File: src/isol_pkg.sv
package isol_pkg;
    // ****************************************
    // Register map
    // ****************************************
    localparam logic [7:0] ADDR_HOUR_LIMIT = 8'h00;
    localparam logic [7:0] ADDR_THERM_PCT = 8'h04;
    localparam logic [7:0] ADDR_SEL_BASE = 8'h08;
    localparam logic [7:0] ADDR_STATUS = 8'h20;
    localparam logic [7:0] ADDR_IRQ_STAT = 8'h24;
    localparam logic [7:0] ADDR_IRQ_MASK = 8'h28;
    localparam logic [7:0] ADDR_RUN_HOURS = 8'h2C;
    localparam logic [7:0] ADDR_MAINS_HOURS = 8'h30;
    localparam int NUM_OUT = 6;
    localparam logic [15:0] HOUR_LIMIT_RST = 16'h0000;
    localparam logic [15:0] HOUR_LIMIT_MAX = 16'hFFFA;
    localparam logic [7:0] THERM_PCT_RST = 8'h50;
    localparam logic [7:0] THERM_PCT_MAX = 8'h64;
    localparam logic [1:0] RESP_OKAY = 2'b00;
    localparam logic [1:0] RESP_SLVERR = 2'b10;
    // ****************************************
    // Function select codes
    // ****************************************
    localparam logic [7:0] SEL_STOP = 8'h08;
    localparam logic [7:0] SEL_LOWV = 8'h09;
    localparam logic [7:0] SEL_RUN = 8'h11;
    localparam logic [7:0] SEL_MAINS = 8'h12;
    localparam logic [7:0] SEL_THERM = 8'h13;
    localparam logic [7:0] SEL_NONE = 8'h00;
    localparam logic [7:0] SEL_FAULT = 8'h05;
    // ****************************************
    // Timing
    // ****************************************
    localparam longint CLK_HZ = 64'd50_000_000;
    localparam longint HOUR_S = 64'd3600;
    localparam longint HOUR_CYC = CLK_HZ * HOUR_S;
    localparam int STAT_W = 5;
    // Status bit positions
    localparam int ST_LOWV = 0;
    localparam int ST_STOP = 1;
    localparam int ST_RUN = 2;
    localparam int ST_MAINS = 3;
    localparam int ST_THERM = 4;
    localparam int ST_TRIP = 5;
    localparam int ST_OFF = 6;
    // Top member is the MSB, so undervoltage lands in bit 0
    typedef struct packed {
        logic thermWarn;
        logic mainsHours;
        logic runHours;
        logic instStop;
        logic underVolt;
    } isol_flags_t;
    typedef struct packed {
        logic dcLinkLow;
        logic supplyFail;
        logic overVolt;
        logic phaseLoss;
        logic extCtrlSupply;
        logic running;
        logic mainsOn;
        logic overCurrent;
        logic [7:0] loadPct;
    } isol_sense_t;
endpackage

File: src/isol_axil_slave.sv
`timescale 1ns/1ns
// ****************************************
// AXI4-Lite slave front end
// ****************************************
module isol_axil_slave (
    input wire logic core_clk,
    input wire logic sys_rst,
    input wire logic [7:0] s_axi_awaddr,
    input wire logic s_axi_awvalid,
    output logic s_axi_awready,
    input wire logic [31:0] s_axi_wdata,
    input wire logic [3:0] s_axi_wstrb,
    input wire logic s_axi_wvalid,
    output logic s_axi_wready,
    output logic [1:0] s_axi_bresp,
    output logic s_axi_bvalid,
    input wire logic s_axi_bready,
    input wire logic [7:0] s_axi_araddr,
    input wire logic s_axi_arvalid,
    output logic s_axi_arready,
    output logic [31:0] s_axi_rdata,
    output logic [1:0] s_axi_rresp,
    output logic s_axi_rvalid,
    input wire logic s_axi_rready,
    output logic wrStb,
    output logic [7:0] wrAddr,
    output logic [31:0] wrData,
    output logic [3:0] wrStrb,
    input wire logic wrOk,
    output logic [7:0] rdAddr,
    input wire logic [31:0] rdData,
    input wire logic rdOk,
    output logic rdStb
);
    logic awHeld_reg;
    logic wHeld_reg;
    logic [7:0] awAddr_reg;
    logic [31:0] wData_reg;
    logic [3:0] wStrb_reg;
    logic bValid_reg;
    logic [1:0] bResp_reg;
    logic rValid_reg;
    logic [31:0] rData_reg;
    logic [1:0] rResp_reg;
    wire awTake = s_axi_awvalid && !awHeld_reg && !bValid_reg;
    wire wTake = s_axi_wvalid && !wHeld_reg && !bValid_reg;
    wire doWrite = awHeld_reg && wHeld_reg && !bValid_reg;
    wire arTake = s_axi_arvalid && !rValid_reg;
    assign s_axi_awready = !awHeld_reg && !bValid_reg;
    assign s_axi_wready = !wHeld_reg && !bValid_reg;
    assign s_axi_arready = !rValid_reg;
    assign s_axi_bvalid = bValid_reg;
    assign s_axi_bresp = bResp_reg;
    assign s_axi_rvalid = rValid_reg;
    assign s_axi_rdata = rData_reg;
    assign s_axi_rresp = rResp_reg;
    assign wrStb = doWrite;
    assign wrAddr = awAddr_reg;
    assign wrData = wData_reg;
    assign wrStrb = wStrb_reg;
    assign rdAddr = s_axi_araddr;
    assign rdStb = arTake;
    always_ff @(posedge core_clk) begin
        if (sys_rst) begin
            awHeld_reg <= 1'b0;
            wHeld_reg <= 1'b0;
            awAddr_reg <= '0;
            wData_reg <= '0;
            wStrb_reg <= '0;
            bValid_reg <= 1'b0;
            bResp_reg <= isol_pkg::RESP_OKAY;
            rValid_reg <= 1'b0;
            rData_reg <= '0;
            rResp_reg <= isol_pkg::RESP_OKAY;
        end else begin
            if (awTake) begin
                awHeld_reg <= 1'b1;
                awAddr_reg <= s_axi_awaddr;
            end
            if (wTake) begin
                wHeld_reg <= 1'b1;
                wData_reg <= s_axi_wdata;
                wStrb_reg <= s_axi_wstrb;
            end
            if (doWrite) begin
                awHeld_reg <= 1'b0;
                wHeld_reg <= 1'b0;
                bValid_reg <= 1'b1;
                bResp_reg <= wrOk ? isol_pkg::RESP_OKAY : isol_pkg::RESP_SLVERR;
            end else if (bValid_reg && s_axi_bready) begin
                bValid_reg <= 1'b0;
            end
            if (arTake) begin
                rValid_reg <= 1'b1;
                rData_reg <= rdOk ? rdData : '0;
                rResp_reg <= rdOk ? isol_pkg::RESP_OKAY : isol_pkg::RESP_SLVERR;
            end else if (rValid_reg && s_axi_rready) begin
                rValid_reg <= 1'b0;
            end
        end
    end
endmodule

File: src/isol_hour_counter.sv
`timescale 1ns/1ns
// ****************************************
// Hour accumulator
// ****************************************
module isol_hour_counter #(
    parameter longint CYC_PER_HOUR = isol_pkg::HOUR_CYC
) (
    input wire logic core_clk,
    input wire logic sys_rst,
    input wire logic active,
    input wire logic [15:0] limit,
    output logic [15:0] hours,
    output logic exceeded
);
    logic [39:0] tickReg;
    logic [15:0] hoursReg;
    logic exceededReg;
    wire tickDone = (tickReg == 40'(CYC_PER_HOUR - 1));
    // Saturates so the hour count never wraps past the top
    wire hoursFull = (hoursReg == 16'hFFFF);
    always_ff @(posedge core_clk) begin
        if (sys_rst) begin
            tickReg <= '0;
            hoursReg <= '0;
            exceededReg <= 1'b0;
        end else begin
            if (active) begin
                tickReg <= tickDone ? '0 : tickReg + 40'd1;
                if (tickDone && !hoursFull) begin
                    hoursReg <= hoursReg + 16'd1;
                end
            end
            exceededReg <= (hoursReg > limit);
        end
    end
    assign hours = hoursReg;
    assign exceeded = exceededReg;
endmodule

File: src/isol_status_output.sv
// The implementer's own choices: the address map and the AXI4-Lite register port.
`timescale 1ns/1ns
// ****************************************
// Inverter status output logic top
// ****************************************
module isol_status_output #(
    parameter longint CYC_PER_HOUR = isol_pkg::HOUR_CYC
) (
    input wire logic core_clk,
    input wire logic sys_rst,
    input wire logic [7:0] s_axi_awaddr,
    input wire logic s_axi_awvalid,
    output logic s_axi_awready,
    input wire logic [31:0] s_axi_wdata,
    input wire logic [3:0] s_axi_wstrb,
    input wire logic s_axi_wvalid,
    output logic s_axi_wready,
    output logic [1:0] s_axi_bresp,
    output logic s_axi_bvalid,
    input wire logic s_axi_bready,
    input wire logic [7:0] s_axi_araddr,
    input wire logic s_axi_arvalid,
    output logic s_axi_arready,
    output logic [31:0] s_axi_rdata,
    output logic [1:0] s_axi_rresp,
    output logic s_axi_rvalid,
    input wire logic s_axi_rready,
    input wire isol_pkg::isol_sense_t sense,
    output logic [4:0] digitalOut,
    output logic relayOut,
    output logic outputVoltageOff,
    output logic overloadTripFault,
    output logic irq
);
    // ****************************************
    // Register state
    // ****************************************
    logic [15:0] hourLimit_reg;
    logic [7:0] thermPct_reg;
    logic [7:0] sel_reg [isol_pkg::NUM_OUT];
    logic [isol_pkg::STAT_W-1:0] irqStat_reg;
    logic [isol_pkg::STAT_W-1:0] irqMask_reg;
    isol_pkg::isol_flags_t flags_reg;
    isol_pkg::isol_flags_t flagsPrev_reg;
    logic tripFault_reg;
    logic voltOff_reg;
    logic [5:0] outs_reg;
    logic wrStb;
    logic [7:0] wrAddr;
    logic [31:0] wrData;
    logic [3:0] wrStrb;
    logic [7:0] rdAddr;
    logic [31:0] rdData;
    logic wrOk;
    logic rdOk;
    logic [15:0] runHours;
    logic [15:0] mainsHours;
    logic runExceeded;
    logic mainsExceeded;
    isol_axil_slave bus (
        .core_clk(core_clk),
        .sys_rst(sys_rst),
        .s_axi_awaddr(s_axi_awaddr),
        .s_axi_awvalid(s_axi_awvalid),
        .s_axi_awready(s_axi_awready),
        .s_axi_wdata(s_axi_wdata),
        .s_axi_wstrb(s_axi_wstrb),
        .s_axi_wvalid(s_axi_wvalid),
        .s_axi_wready(s_axi_wready),
        .s_axi_bresp(s_axi_bresp),
        .s_axi_bvalid(s_axi_bvalid),
        .s_axi_bready(s_axi_bready),
        .s_axi_araddr(s_axi_araddr),
        .s_axi_arvalid(s_axi_arvalid),
        .s_axi_arready(s_axi_arready),
        .s_axi_rdata(s_axi_rdata),
        .s_axi_rresp(s_axi_rresp),
        .s_axi_rvalid(s_axi_rvalid),
        .s_axi_rready(s_axi_rready),
        .wrStb(wrStb),
        .wrAddr(wrAddr),
        .wrData(wrData),
        .wrStrb(wrStrb),
        .wrOk(wrOk),
        .rdAddr(rdAddr),
        .rdData(rdData),
        .rdOk(rdOk),
        .rdStb()
    );
    // ****************************************
    // Time counters
    // ****************************************
    isol_hour_counter #(.CYC_PER_HOUR(CYC_PER_HOUR)) runCnt (
        .core_clk(core_clk),
        .sys_rst(sys_rst),
        .active(sense.running),
        .limit(hourLimit_reg),
        .hours(runHours),
        .exceeded(runExceeded)
    );
    isol_hour_counter #(.CYC_PER_HOUR(CYC_PER_HOUR)) mainsCnt (
        .core_clk(core_clk),
        .sys_rst(sys_rst),
        .active(sense.mainsOn),
        .limit(hourLimit_reg),
        .hours(mainsHours),
        .exceeded(mainsExceeded)
    );
    // ****************************************
    // Monitoring
    // ****************************************
    // Phase loss on external control supply blinds the voltage monitors
    wire monBlind = sense.phaseLoss && sense.extCtrlSupply;
    wire lowDcNow = sense.dcLinkLow && !monBlind;
    wire stopNow = (sense.supplyFail || sense.overVolt) && !monBlind;
    wire warnNow = (sense.loadPct > thermPct_reg);
    isol_pkg::isol_flags_t flagsNext;
    assign flagsNext.underVolt = lowDcNow;
    assign flagsNext.instStop = stopNow;
    assign flagsNext.runHours = runExceeded;
    assign flagsNext.mainsHours = mainsExceeded;
    assign flagsNext.thermWarn = warnNow;
    wire [isol_pkg::STAT_W-1:0] flagRise = flags_reg & ~flagsPrev_reg;
    // ****************************************
    // Register decode
    // ****************************************
    wire selHitW = (wrAddr >= isol_pkg::ADDR_SEL_BASE) &&
        (wrAddr < isol_pkg::ADDR_STATUS) && (wrAddr[1:0] == 2'b00);
    wire [2:0] selIdxW = 3'((wrAddr - isol_pkg::ADDR_SEL_BASE) >> 2);
    wire selHitR = (rdAddr >= isol_pkg::ADDR_SEL_BASE) &&
        (rdAddr < isol_pkg::ADDR_STATUS) && (rdAddr[1:0] == 2'b00);
    wire [2:0] selIdxR = 3'((rdAddr - isol_pkg::ADDR_SEL_BASE) >> 2);
    wire hitHour = (wrAddr == isol_pkg::ADDR_HOUR_LIMIT);
    wire hitTherm = (wrAddr == isol_pkg::ADDR_THERM_PCT);
    wire hitIStat = (wrAddr == isol_pkg::ADDR_IRQ_STAT);
    wire hitIMask = (wrAddr == isol_pkg::ADDR_IRQ_MASK);
    assign wrOk = hitHour || hitTherm || hitIStat || hitIMask || selHitW ||
        (wrAddr == isol_pkg::ADDR_STATUS) ||
        (wrAddr == isol_pkg::ADDR_RUN_HOURS) ||
        (wrAddr == isol_pkg::ADDR_MAINS_HOURS);
    wire [15:0] hourWr = wrData[15:0];
    // Out of range values clamp rather than error, so a write lands whenever the byte strobes it needs are set
    wire [15:0] hourClamp = (hourWr > isol_pkg::HOUR_LIMIT_MAX) ?
        isol_pkg::HOUR_LIMIT_MAX : hourWr;
    wire [7:0] thermClamp = (wrData[7:0] > isol_pkg::THERM_PCT_MAX) ?
        isol_pkg::THERM_PCT_MAX : wrData[7:0];
    wire [31:0] statusWord = {25'h0, voltOff_reg, tripFault_reg, flags_reg};
    assign rdOk = selHitR || (rdAddr == isol_pkg::ADDR_HOUR_LIMIT) ||
        (rdAddr == isol_pkg::ADDR_THERM_PCT) ||
        (rdAddr == isol_pkg::ADDR_STATUS) ||
        (rdAddr == isol_pkg::ADDR_IRQ_STAT) ||
        (rdAddr == isol_pkg::ADDR_IRQ_MASK) ||
        (rdAddr == isol_pkg::ADDR_RUN_HOURS) ||
        (rdAddr == isol_pkg::ADDR_MAINS_HOURS);
    assign rdData =
        selHitR ? {24'h0, sel_reg[selIdxR]} :
        (rdAddr == isol_pkg::ADDR_HOUR_LIMIT) ? {16'h0, hourLimit_reg} :
        (rdAddr == isol_pkg::ADDR_THERM_PCT) ? {24'h0, thermPct_reg} :
        (rdAddr == isol_pkg::ADDR_STATUS) ? statusWord :
        (rdAddr == isol_pkg::ADDR_IRQ_STAT) ? {27'h0, irqStat_reg} :
        (rdAddr == isol_pkg::ADDR_IRQ_MASK) ? {27'h0, irqMask_reg} :
        (rdAddr == isol_pkg::ADDR_RUN_HOURS) ? {16'h0, runHours} :
        (rdAddr == isol_pkg::ADDR_MAINS_HOURS) ? {16'h0, mainsHours} :
        32'h0000_0000;
    wire [isol_pkg::STAT_W-1:0] irqClr =
        (wrStb && hitIStat && wrStrb[0]) ? wrData[isol_pkg::STAT_W-1:0] : '0;
    // Set wins over a simultaneous clear
    wire [isol_pkg::STAT_W-1:0] irqStat_next =
        (irqStat_reg & ~irqClr) | flagRise;
    // ****************************************
    // Output routing
    // ****************************************
    logic [5:0] outsNext;
    for (genvar i = 0; i < isol_pkg::NUM_OUT; i++) begin : g_route
        wire [7:0] code = sel_reg[i];
        // Unknown codes drive the output low
        assign outsNext[i] =
            (code == isol_pkg::SEL_STOP) ? flags_reg.instStop :
            (code == isol_pkg::SEL_LOWV) ? flags_reg.underVolt :
            (code == isol_pkg::SEL_RUN) ? flags_reg.runHours :
            (code == isol_pkg::SEL_MAINS) ? flags_reg.mainsHours :
            (code == isol_pkg::SEL_THERM) ? flags_reg.thermWarn :
            (code == isol_pkg::SEL_FAULT) ? tripFault_reg :
            1'b0;
    end
    // ****************************************
    // Registers
    // ****************************************
    always_ff @(posedge core_clk) begin
        if (sys_rst) begin
            hourLimit_reg <= isol_pkg::HOUR_LIMIT_RST;
            thermPct_reg <= isol_pkg::THERM_PCT_RST;
            for (int k = 0; k < isol_pkg::NUM_OUT; k++) begin
                sel_reg[k] <= isol_pkg::SEL_NONE;
            end
            sel_reg[4] <= isol_pkg::SEL_STOP;
            sel_reg[5] <= isol_pkg::SEL_FAULT;
        end else if (wrStb) begin
            if (hitHour && wrStrb[0] && wrStrb[1]) begin
                hourLimit_reg <= hourClamp;
            end
            if (hitTherm && wrStrb[0]) begin
                thermPct_reg <= thermClamp;
            end
            if (selHitW && wrStrb[0] &&
                (selIdxW < 3'(isol_pkg::NUM_OUT))) begin
                sel_reg[selIdxW] <= wrData[7:0];
            end
        end
    end
    always_ff @(posedge core_clk) begin
        if (sys_rst) begin
            irqStat_reg <= '0;
            irqMask_reg <= '0;
            flags_reg <= '0;
            flagsPrev_reg <= '0;
            outs_reg <= '0;
            tripFault_reg <= 1'b0;
            voltOff_reg <= 1'b0;
        end else begin
            irqStat_reg <= irqStat_next;
            if (wrStb && hitIMask && wrStrb[0]) begin
                irqMask_reg <= wrData[isol_pkg::STAT_W-1:0];
            end
            flags_reg <= flagsNext;
            flagsPrev_reg <= flags_reg;
            outs_reg <= outsNext;
            // Trip latches until reset; a live current blip must not re-arm
            if (sense.overCurrent) begin
                tripFault_reg <= 1'b1;
            end
            voltOff_reg <= lowDcNow || tripFault_reg ||
                sense.overCurrent;
        end
    end
    assign digitalOut = outs_reg[4:0];
    assign relayOut = outs_reg[5];
    assign outputVoltageOff = voltOff_reg;
    assign overloadTripFault = tripFault_reg;
    assign irq = |(irqStat_reg & irqMask_reg);
endmodule

File: config.mk
export PLATFORM = sky130hd
export DESIGN_NAME = isol_status_output
export DESIGN_NICKNAME = d
export VERILOG_FILES = /design/src/isol_pkg.sv /design/src/isol_axil_slave.sv /design/src/isol_hour_counter.sv /design/src/isol_status_output.sv
export SDC_FILE = /design/constraint.sdc
export NUM_CORES = 1
export LEC_CHECK = 0
export BUFFER_PORTS_ARGS = -buffer_cell sky130_fd_sc_hd__buf_4
export CORE_ASPECT_RATIO = 0.7
export CORE_UTILIZATION = 45
export DETAILED_ROUTE_END_ITERATION = 6
export HOLD_SLACK_MARGIN = 0.05
export PLACE_DENSITY = 0.64
export SETUP_SLACK_MARGIN = 0.4
export SKIP_LAST_GASP = 1
export SLEW_MARGIN = 5
export SYNTH_ARGS = -nofsm -noshare
export SYNTH_HDL_FRONTEND = slang
export SYNTH_SLANG_ARGS = --single-unit
File: constraint.sdc
create_clock -name core_clk -period 7.3 [get_ports core_clk]
set_clock_uncertainty 0.15 [all_clocks]
set_input_delay 0.73 -clock core_clk [delete_from_list [all_inputs] [get_ports core_clk]]
set_output_delay 0.73 -clock core_clk [all_outputs]
set_load 0.01 [all_outputs]
Yosys cells after proc, flatten, opt, wreduce, memory -nomap -nowiden --
Memory sizes are Yosys's and may differ from the RTL's. Cells that the tools add are included. Widths: inputs -> output; s select.
Storage, ports and cells: bits of input ports 75, register bits 232, RAM bits 48, logic and storage cells 243, output and inout bits 50, memories 1
Memories:
- sel_reg | words 6, bits a word 8, read ports 7, clocked after Yosys merged registers in 0, wr ports 6, RTL line isol_status_output.sv:40 | logic [7:0] sel_reg [isol_pkg::NUM_OUT];
Operators by class: add/sub/neg operators 6, reductions and logical operators 66, multiplexer cells 67, order comparisons 10, eq/ne operators 52, bitwise gates (word level) 8
Operators by type and width (number):
- $mux 16 | 10
- $eq 8x5->1 const B | 18
- $eq 8x4->1 const B | 12
- $add 40x1->40 const B | 2
- $eq 40x38->1 const B | 2
- $eq 8x6->1 const B | 10
- $mux 40 | 2
- $eq 8x3->1 const B | 8
- $mux 1 | 47
- $add 16x1->16 const B | 2
- $eq 16x16->1 const B | 2
- $gt 16x16->1 | 2
- $mux 8 | 4
- $logic_and 1x1->1 | 29
- $logic_or 1x1->1 | 17
- $ge 8x4->1 const B | 2
- $gt 16x16->1 const B | 1
- $logic_not 8->1 | 2
- $lt 8x6->1 const B | 2
- $and 5x5->5 | 3
- $not 5->5 | 2
- $sub 5x4->5 const B | 2
- $gt 8x7->1 const B | 1
- $gt 8x8->1 | 1
- other kinds (13) | 26

Depth between registers and ports, before layout --
Gate-level depths: netlist (run 1).
word-level depth 11, depth in mapped cells 10

By module --
From an unflattened synthesis (run 1), not the netlist that was laid out.
Second synthesis, totals: cells, all modules 1700, area total of the unflattened synthesis 15458.6 sq um
Modules (own cells, without submodules):
- isol_status_output | sequential area each 2962.8 sq um, area an instance 6221.0 sq um, times used 1, cells each 613
- isol_hour_counter | sequential area each 1141.1 sq um, area an instance 3103.0 sq um, times used 2, cells each 356
- isol_axil_slave | sequential area each 1641.6 sq um, area an instance 3031.7 sq um, times used 1, cells each 375

Least setup slack after synthesis (run 1) --
No wires, ideal clock.
kind in2reg, from input sense[9] (netlist bit), to register mainsCnt.hoursReg[13], in the netlist mainsCnt.hours[13], slack 4439 ps, arrival 2590 ps, buffers on the path 2, setup time 121 ps, stages on the path 7, path through buf_2 > nand4_1 > or4_1 > or4_1 > clkbuf_1 > nor4_1 > mux2_2
Between the ends: longest elaborated chain between the ends 1
Ends and longest elaborated chain:
- from (decl) | RTL line isol_status_output.sv:28 | input wire isol_pkg::isol_sense_t sense,
- $reduce_and 2->1 (no source line)
- to (signal assigned) | RTL line isol_hour_counter.sv:30 | hoursReg <= hoursReg + 16'd1;
- to (decl) | RTL line isol_hour_counter.sv:16 | logic [15:0] hoursReg;
No other way between the ends. A chain may end at the register's enable or synchronous reset.

Worst setup path after layout (run 1) --
from register mainsCnt.tickReg[0], to register mainsCnt.hoursReg[15], in the netlist mainsCnt.hours[15]
Between the ends: longest elaborated chain between the ends 3
Ends and longest elaborated chain:
- from (decl) | RTL line isol_hour_counter.sv:15 | logic [39:0] tickReg;
- from (signal assigned) | RTL line isol_hour_counter.sv:28 | tickReg <= tickDone ? '0 : tickReg + 40'd1;
- $eq 40x38->1 | RTL line isol_hour_counter.sv:18 | wire tickDone = (tickReg == 40'(CYC_PER_HOUR - 1));
- $logic_and 1x1->1 | RTL line isol_hour_counter.sv:29 | if (tickDone && !hoursFull) begin
- $reduce_and 2->1 (no source line)
No other way between the ends.

==> impl_metrics.toml, run 1 <==
[run_status]
status = "complete, no violations"

[synth]
synth_cells = 1523
synth-seq-area-share_pct = 44.35
ys.flop_type = "dfxtp_1"
synth_edf_count = 64
syn_avg_cell_area_um2 = 9.188
yosys_warnings = 0
netlist_area_um2 = 13990
ys_ff_latch = 278
ys_types = 64
ys_async_sr_fraction_pct = 0

[sta]
finalMaxSlewViolations = 0
fin_crit_ns = 3.379
setup_tns_ns = 0
hold_viol_final = 0
max_freq_mhz = 295.9
rsz0062_at_grt = "no"
worst_pin_slew_ns = 1.221
setup_viol = 0
holdWs_ns = 0.2044
finalCritPeriodShare_pct = 46.29
slew_headroom_pct = 17.71
fin_ws_ns = 3.921

[critical_path]
critPathArrivalTime_ns = 3.68
critPathLaunchType = "flop"
required_ns = 7.60
r2r_slack_ns = 3.92
r2r-end = "mainsCnt.hours[15]$_SDFFE_PP0P_"
worst_r2r_path_depth = 6
endpoint = "mainsCnt.hours[15]$_SDFFE_PP0P_"
path_max_fanout = 28
crit_type = "reg2reg"
reg2reg_from = "mainsCnt.tickReg[0]$_SDFFE_PP0P_"
end_kind = "flop"
crit_path_start = "mainsCnt.tickReg[0]$_SDFFE_PP0P_"

[floorplanning]
die_w_um = 212.8
die_y_um = 149.5
core_um2 = 30310
die-area_um2 = 31820
ios = 125
initial_core_util_pct = 46.17
row_count = 53

[clock_network]
clkLatencyLatePin_ns = 0.57
tritoncts = "done"
cts-root-buf = "clkbuf_16"
path_clk_slew_ns = 0.06
cts_resized = 0
cts_hold_buffers = 0
cts_buffers = 28
h-tree-depth = 1
ctsLongestPathBuffers = 3
post_cts_buffers = 0
numClockSinks = 278

[cells_and_area]
fin_cells = 2020
area_growth_pct = 13.72
drive_gt1_share_pct = 11.63
finalNetCount = 1707
largest_reg_flops = 64
finish.utilization_pct = 52.51
layout_commonest_cell = "dfxtp_1"
postLayoutCellArea_um2 = 15910
diodes = 0
final_cell_mix = "dfxtp_1, nand2_1, nor2_1"

[run]
drv_cap = 0

[power_and_ir_drop]
power.total_mw = 3.329
p_per_area_nw_per_um2 = 209.2
max-vdd-ir-drop_uv = 152.9
p_leak_nw = 5.652

[min_path]
hold_class = "in2reg"

[global_routing]
grt_pass1_vias = 10430
grt_antenna_before_repair = 0
track_usage_pct = 23.75
grt_pass1_wl_um = 58930
gr-total-overflow = 0
grt_max_degree = 80

[drt]
drt_iter0_drc = 1144
ant_nets = 0
totalWireLength_um = 37390
wl_per_cell_um = 18.51
drcViolationCount = 0
routed_via_density = 5.751
dr.pass1.iters = 5
via_count = 11620

[placed_design]
place_area_um2 = 14950
place_inst = 1969
dpl.hpwl_um = 26570
io_buffers = 88
dp_slack_ns = 3.625
gp_congestion = 0.8765
cells in the mapped netlist, types with 16 or more instances:
cell type / count / share of area [%]
a21oi_1: 87 / 3.1
a221oi_1: 16 / 1.0
a22oi_1: 19 / 1.0
and2_1: 52 / 2.3
buf_4: 18 / 0.97
clkbuf_1: 65 / 1.7
dfxtp_1: 214 / 31
edfxtp_1: 64 / 14
ha_1: 45 / 4.0
inv_1: 54 / 1.4
mux2i_1: 29 / 2.1
mux4_2: 16 / 2.6
nand2_1: 146 / 3.9
nand3_1: 47 / 1.7
nand4_1: 61 / 2.7
nor2_1: 140 / 3.8
nor2b_1: 21 / 0.94
nor3_1: 30 / 1.1
nor4_1: 34 / 1.5
o21ai_0: 43 / 1.5
or3_1: 23 / 1.0
or4_1: 22 / 1.2
xnor2_1: 39 / 2.4
xor2_1: 37 / 2.3
layout make-up:
class,instances,area [um2]
fillers,2790,14390
multi-input cells,1128,7300
flip-flops and latches,278,6206
clock buffers,44,889.6
repair buffers,97,728.2
well taps,412,515.5
inverters,54,202.7
clock inverters,7,71.32
layer usage:
layer  global-route usage, %  wire length [um]  vias up
li1                        -                 -     5630
met1                   39.10             19340     5475
met2                   30.20             13890      464
met3                   5.645              3637       49
met4                   4.532               523        0
met5                       0                 0        -
power by group:
part           leakage, nW  total (mW)  switching [mW]  internal, mW
logic                 2.79       0.186           0.110        0.0762
registers             2.38        1.66          0.0477          1.61
clock network        0.483        1.49           0.618         0.870
total                 5.65        3.33           0.775          2.55
worst max-delay path: stages, from the launching register on:
cell     delay, ns
dfxtp_1       0.40
ha_1          0.29
nand4_1       0.13
or4_1         0.58
or4_1         0.90
nor4_1        0.44
mux2_2        0.38
cell families after synthesis:
family          Yosys count  share of synthesized area (%)
compound gates          264                          12.35
other cells               1                        0.02680
flops                   278                          44.35
simple gates            653                          24.35
xor+xnor                 76                          4.757
fa+ha+maj                45                          4.024
mux                      56                          5.535
buf+inv                 150                          4.614
worst min path at each step:
stage / cells after the start / from / endpoint
floorplan: 1 / runCnt.exceeded$_SDFF_PP0_ / flags_reg[2]$_SDFF_PP0_
global placement: 1 / mainsCnt.exceeded$_SDFF_PP0_ / flags_reg[3]$_SDFF_PP0_
detailed placement: 1 / mainsCnt.exceeded$_SDFF_PP0_ / flags_reg[3]$_SDFF_PP0_
CTS: 2 / s_axi_rready / bus.s_axi_rvalid$_SDFFE_PP0P_
global route: 2 / s_axi_rready / bus.s_axi_rvalid$_SDFFE_PP0P_
finish: 2 / s_axi_rready / bus.s_axi_rvalid$_SDFFE_PP0P_
No activity file was read; power rests on OpenSTA's default activity.
==> run 2, diff against run 1 <==
Clock period 7.3 ns to 3.3 ns, I/O delays scaled along.
==> impl_metrics.toml, run 2 (same netlist as run 1, synthesis figures left out) <==
[cells_and_area]
layout_commonest_cell = "dfxtp_1"
area_growth_pct = 17.86
largest_reg_flops = 64
postLayoutCellArea_um2 = 16490
drive_gt1_share_pct = 12.90
diodes = 0
finish.utilization_pct = 54.42
fillerInstances = 2739
final_cell_mix = "dfxtp_1, nand2_1, nor2_1"
finalNetCount = 1775

[floorplanning]
ios = 125
initial_core_util_pct = 46.17
die_w_um = 212.8
die_y_um = 149.5
row_count = 53
die-area_um2 = 31820
core_um2 = 30310

[sta]
max_freq_mhz = 352.9
fin_crit_ns = 2.834
rsz0062_at_grt = "no"
setup_viol = 0
worst_pin_slew_ns = 0.8133
hold_viol_final = 0
finalMaxSlewViolations = 0
slew_headroom_pct = 45.72
holdWs_ns = 0.07395
finalCritPeriodShare_pct = 85.87
setup_tns_ns = 0

[power_and_ir_drop]
seqPwrFrac_pct = 49.9
max-vdd-ir-drop_uv = 293.4
swShare_pct = 23.64
power.total_mw = 7.295
p_comb_share_pct = 6.7
p_per_area_nw_per_um2 = 442.3
power_switching_mw = 1.725
p_leak_nw = 5.938
clkPwrFrac_pct = 43.3
intPower_mw = 5.570

[critical_path]
r2r-end = "mainsCnt.hours[13]$_SDFFE_PP0P_"
crit_type = "reg2reg"
worst_r2r_path_depth = 6
crit_chain = "ha_1 -> nand4_1 -> or4_1 -> or4_4 -> nor4_1 -> mux2_2"
worst_path_max_delay_cell = "or4_4"
r2r_slack_ns = 0.47
critical_path.max_stage_delay_ns = 0.60
end_kind = "flop"
path_max_fanout = 12
critPathLaunchType = "flop"
reg2reg_from = "mainsCnt.tickReg[0]$_SDFFE_PP0P_"
required_ns = 3.60
critPathArrivalTime_ns = 3.13

[drt]
drt_iter0_drc = 1105
dr.pass1.iters = 5
ant_nets = 0
via_count = 11890
wl_per_cell_um = 18.48
drcViolationCount = 0
routed_via_density = 5.698
totalWireLength_um = 38580

[min_path]
hold_depth = 4
hold_class = "in2reg"
hold_start = "s_axi_arvalid"
min_to = "bus.s_axi_rdata[0]$_SDFFE_PP0P_"

[clock_network]
numClockSinks = 278
clkLatencyLatePin_ns = 0.57
tritoncts = "done"
cts-root-buf = "clkbuf_16"
ctsLongestPathBuffers = 3
h-tree-depth = 1
path_clk_slew_ns = 0.07
cts_buffers = 28

[global_routing]
track_usage_pct = 24.28
grt_pass1_vias = 10900
grt_antenna_before_repair = 0
grt_max_degree = 90
gr-total-overflow = 0
grt_pass1_wl_um = 60490

[placed_design]
gp_congestion = 0.8718
place_area_um2 = 15150
dpl.hpwl_um = 27330
io_buffers = 88

[run_status]
status = "complete, no violations"

[run]
drv_cap = 0
## run 2: critical path, delay by kind of cell (launching register included)
| kind | cells | cell delay (ns) |
|---|---|---|
| simple gates | 4 | 1.61 |
| mux | 1 | 0.38 |
| fa+ha+maj | 1 | 0.19 |
| flops | 1 | 0.39 |
## run 2: how the worst max path moves through the flow
stage | start | end | slack [ns] | cells after the start
2_1_floorplan | mainsCnt.tickReg[0]$_SDFFE_PP0P_ | mainsCnt.hours[13]$_SDFFE_PP0P_ | 0.66 | 7
3_3_place_gp | mainsCnt.tickReg[0]$_SDFFE_PP0P_ | mainsCnt.hours[3]$_SDFFE_PP0P_ | 0.32 | 7
3_5_place_dp | mainsCnt.tickReg[0]$_SDFFE_PP0P_ | mainsCnt.hours[13]$_SDFFE_PP0P_ | 0.26 | 6
4_1_cts | mainsCnt.tickReg[26]$_SDFFE_PP0P_ | mainsCnt.hours[13]$_SDFFE_PP0P_ | 0.44 | 5
5_1_grt | mainsCnt.tickReg[0]$_SDFFE_PP0P_ | mainsCnt.hours[13]$_SDFFE_PP0P_ | 0.40 | 6
6_report | mainsCnt.tickReg[0]$_SDFFE_PP0P_ | mainsCnt.hours[13]$_SDFFE_PP0P_ | 0.47 | 6
## run 2: area by class of cell
cell class	instances	area, um2	area share, %
clock buffers	41	822.0	4.984
clock inverters	9	83.83	0.5083
inverters	54	202.7	1.229
multi-input cells	1129	7325	44.41
flip-flops and latches	278	6206	37.63
well taps	412	515.5	3.125
repair buffers	164	1339	8.117
## run 2: power groups by stage
stage               Sequential [mW]  Combinational (mW)  Clock, mW
floorplan                      3.67               0.291          0
global placement               3.71               0.440          0
detailed placement             3.71               0.447          0
CTS                            3.64               0.485       3.22
global route                   3.65               0.533       3.36
finish                         3.64               0.492       3.16
## run 2: timing repair
action | 4_1_cts | 5_1_grt
gates cloned | 0 | 1
resized for setup | 1 | 4
pin swaps | 1 | 1
hold buffers | 38 | 0
setup endpoints to repair | 16 | 12
buffers inserted | 0 | 4
hold endpoints to repair | 42 | 0
## run 2: through the flow
step | setup slack, ns | instances
2_1_floorplan | 0.6591 | 1556
3_3_place_gp | 0.3246 | 1994
3_5_place_dp | 0.2561 | 1994
4_1_cts | 0.4397 | 2082
5_1_grt | 0.3954 | 2087
6_report | 0.4664 | 2087
## run 2: metal layers
layer,track usage (%),vias up,wire length (um)
li1,-,5748,-
met4,4.964,0,653
met5,0,-,0
met2,32.08,467,14750
met1,39.56,5632,19630
met3,4.638,45,3539
==> run 3, diff against run 2 <==
Settings changed: REMOVE_ABC_BUFFERS set to 1.
==> impl_metrics.toml, run 3 (same netlist as run 1, synthesis figures left out) <==
[sta]
fin_ws_ns = 0.4985
worst_pin_slew_ns = 1.051
hold_viol_final = 0
slew_headroom_pct = 28.94
finalCritPeriodShare_pct = 84.89
max_freq_mhz = 357.0
fin_crit_ns = 2.802
setup_tns_ns = 0
setup_viol = 0
finalMaxSlewViolations = 0
rsz0062_at_grt = "no"

[critical_path]
crit_type = "reg2reg"
end_kind = "flop"
path_max_fanout = 14
reg2reg_from = "mainsCnt.tickReg[0]$_SDFFE_PP0P_"
required_ns = 3.64
critPathArrivalTime_ns = 3.15
crit_path_start = "mainsCnt.tickReg[0]$_SDFFE_PP0P_"
critPathLaunchType = "flop"

[drt]
wl_per_cell_um = 18.47
totalWireLength_um = 38510
ant_nets = 0
dr.pass1.iters = 5
drt_iter0_drc = 1076
routed_via_density = 5.699
via_count = 11880
drcViolationCount = 0

[clock_network]
numClockSinks = 278
tritoncts = "done"
cts_buffers = 27
clkLatencyLatePin_ns = 0.55
cts-root-buf = "clkbuf_16"
h-tree-depth = 1
ctsLongestPathBuffers = 3
path_clk_slew_ns = 0.07

[global_routing]
track_usage_pct = 24.13
gr-total-overflow = 0
grt_pass1_wl_um = 59910
grt_pass1_vias = 10790
grt_antenna_before_repair = 1
grt_max_degree = 55

[placed_design]
dpl.hpwl_um = 27290
dp_slack_ns = 0.2607
io_buffers = 88
place_inst = 1995
gp_congestion = 0.9284

[cells_and_area]
layout_commonest_cell = "dfxtp_1"
largest_reg_flops = 64
area_growth_pct = 17.41
final_cell_mix = "dfxtp_1, nand2_1, nor2_1"
finalNetCount = 1773
drive_gt1_share_pct = 12.68
finish.utilization_pct = 54.21
fin_cells = 2085

[power_and_ir_drop]
p_leak_nw = 5.896
p_comb_share_pct = 6.4
intPower_mw = 5.492
p_per_area_nw_per_um2 = 436.5
clkPwrFrac_pct = 42.6
power_switching_mw = 1.680
seqPwrFrac_pct = 51.0
power.total_mw = 7.172
max-vdd-ir-drop_uv = 271.1
swShare_pct = 23.42

[min_path]
hold_start = "sys_rst"
hold_class = "in2reg"

[run_status]
status = "complete, no violations"

[floorplanning]
die-area_um2 = 31820
row_count = 53
die_w_um = 212.8
core_um2 = 30310
ios = 125
die_y_um = 149.5
initial_core_util_pct = 46.17

[run]
drv_cap = 0
-- run 3: worst max-delay path: stages (launching register included) --
cell	delay, ns
dfxtp_1	0.39
ha_1	0.21
nand4_1	0.12
or4_4	0.55
or4_4	0.59
buf_4	0.21
or4_1	0.46
nand2_1	0.07
-- run 3: power by group through the flow --
stage	clock network [mW]	logic (mW)	registers [mW]
floorplan	0	0.216	3.68
global placement	0	0.414	3.73
detailed placement	0	0.420	3.73
CTS	3.11	0.457	3.66
global route	3.24	0.505	3.67
finish	3.05	0.462	3.66
-- run 3: repair_timing --
action                                  4_1_cts  5_1_grt
resized for setup                             1        5
endpoints found under the hold margin        41        0
pin swaps                                     1        2
endpoints found under the setup margin       17       15
hold buffers                                 37        0
gates cloned                                  0        3
setup buffers                                 0        1
-- run 3: area by class of cell --
cell class / instances / area [um2]
timing repair buffer: 161 / 1301
inverter: 54 / 202.7
tap: 412 / 515.5
antenna: 1 / 2.502
multi-input combinational: 1131 / 7348
clock buffer: 42 / 794.5
sequential: 278 / 6206
clock inverter: 6 / 58.81
fill: 2774 / 13880
-- run 3: through the flow --
stage | hold slack, ns | instance area, um2
after floorplan | 0.2491 | 13670
after global placement | 0.2747 | 15150
after detailed placement | 0.2831 | 15150
after CTS | 0.06143 | 16370
after global routing | 0.08999 | 16430
final | 0.08419 | 16430
-- run 3: layer usage --
layer	part of all wire [%]	GRT usage [%]
met5	0	0
met4	1.5	4.604
met3	8.8	5.121
met2	40	33.58
met1	50	37.76
-- run 3: worst paths after layout --
| path | depth (start not counted) | slack (ns) | to |
|---|---|---|---|
| worst max-delay path | 7 | 0.50 | mainsCnt.hours[3]$_SDFFE_PP0P_ |
| worst min-delay path | 2 | 0.08 | mainsCnt.hours[0]$_SDFFE_PP0P_ |
| worst max register to register | 7 | 0.50 | mainsCnt.hours[3]$_SDFFE_PP0P_ |
| worst min register to register | 1 | 0.30 | flags_reg[2]$_SDFF_PP0_ |
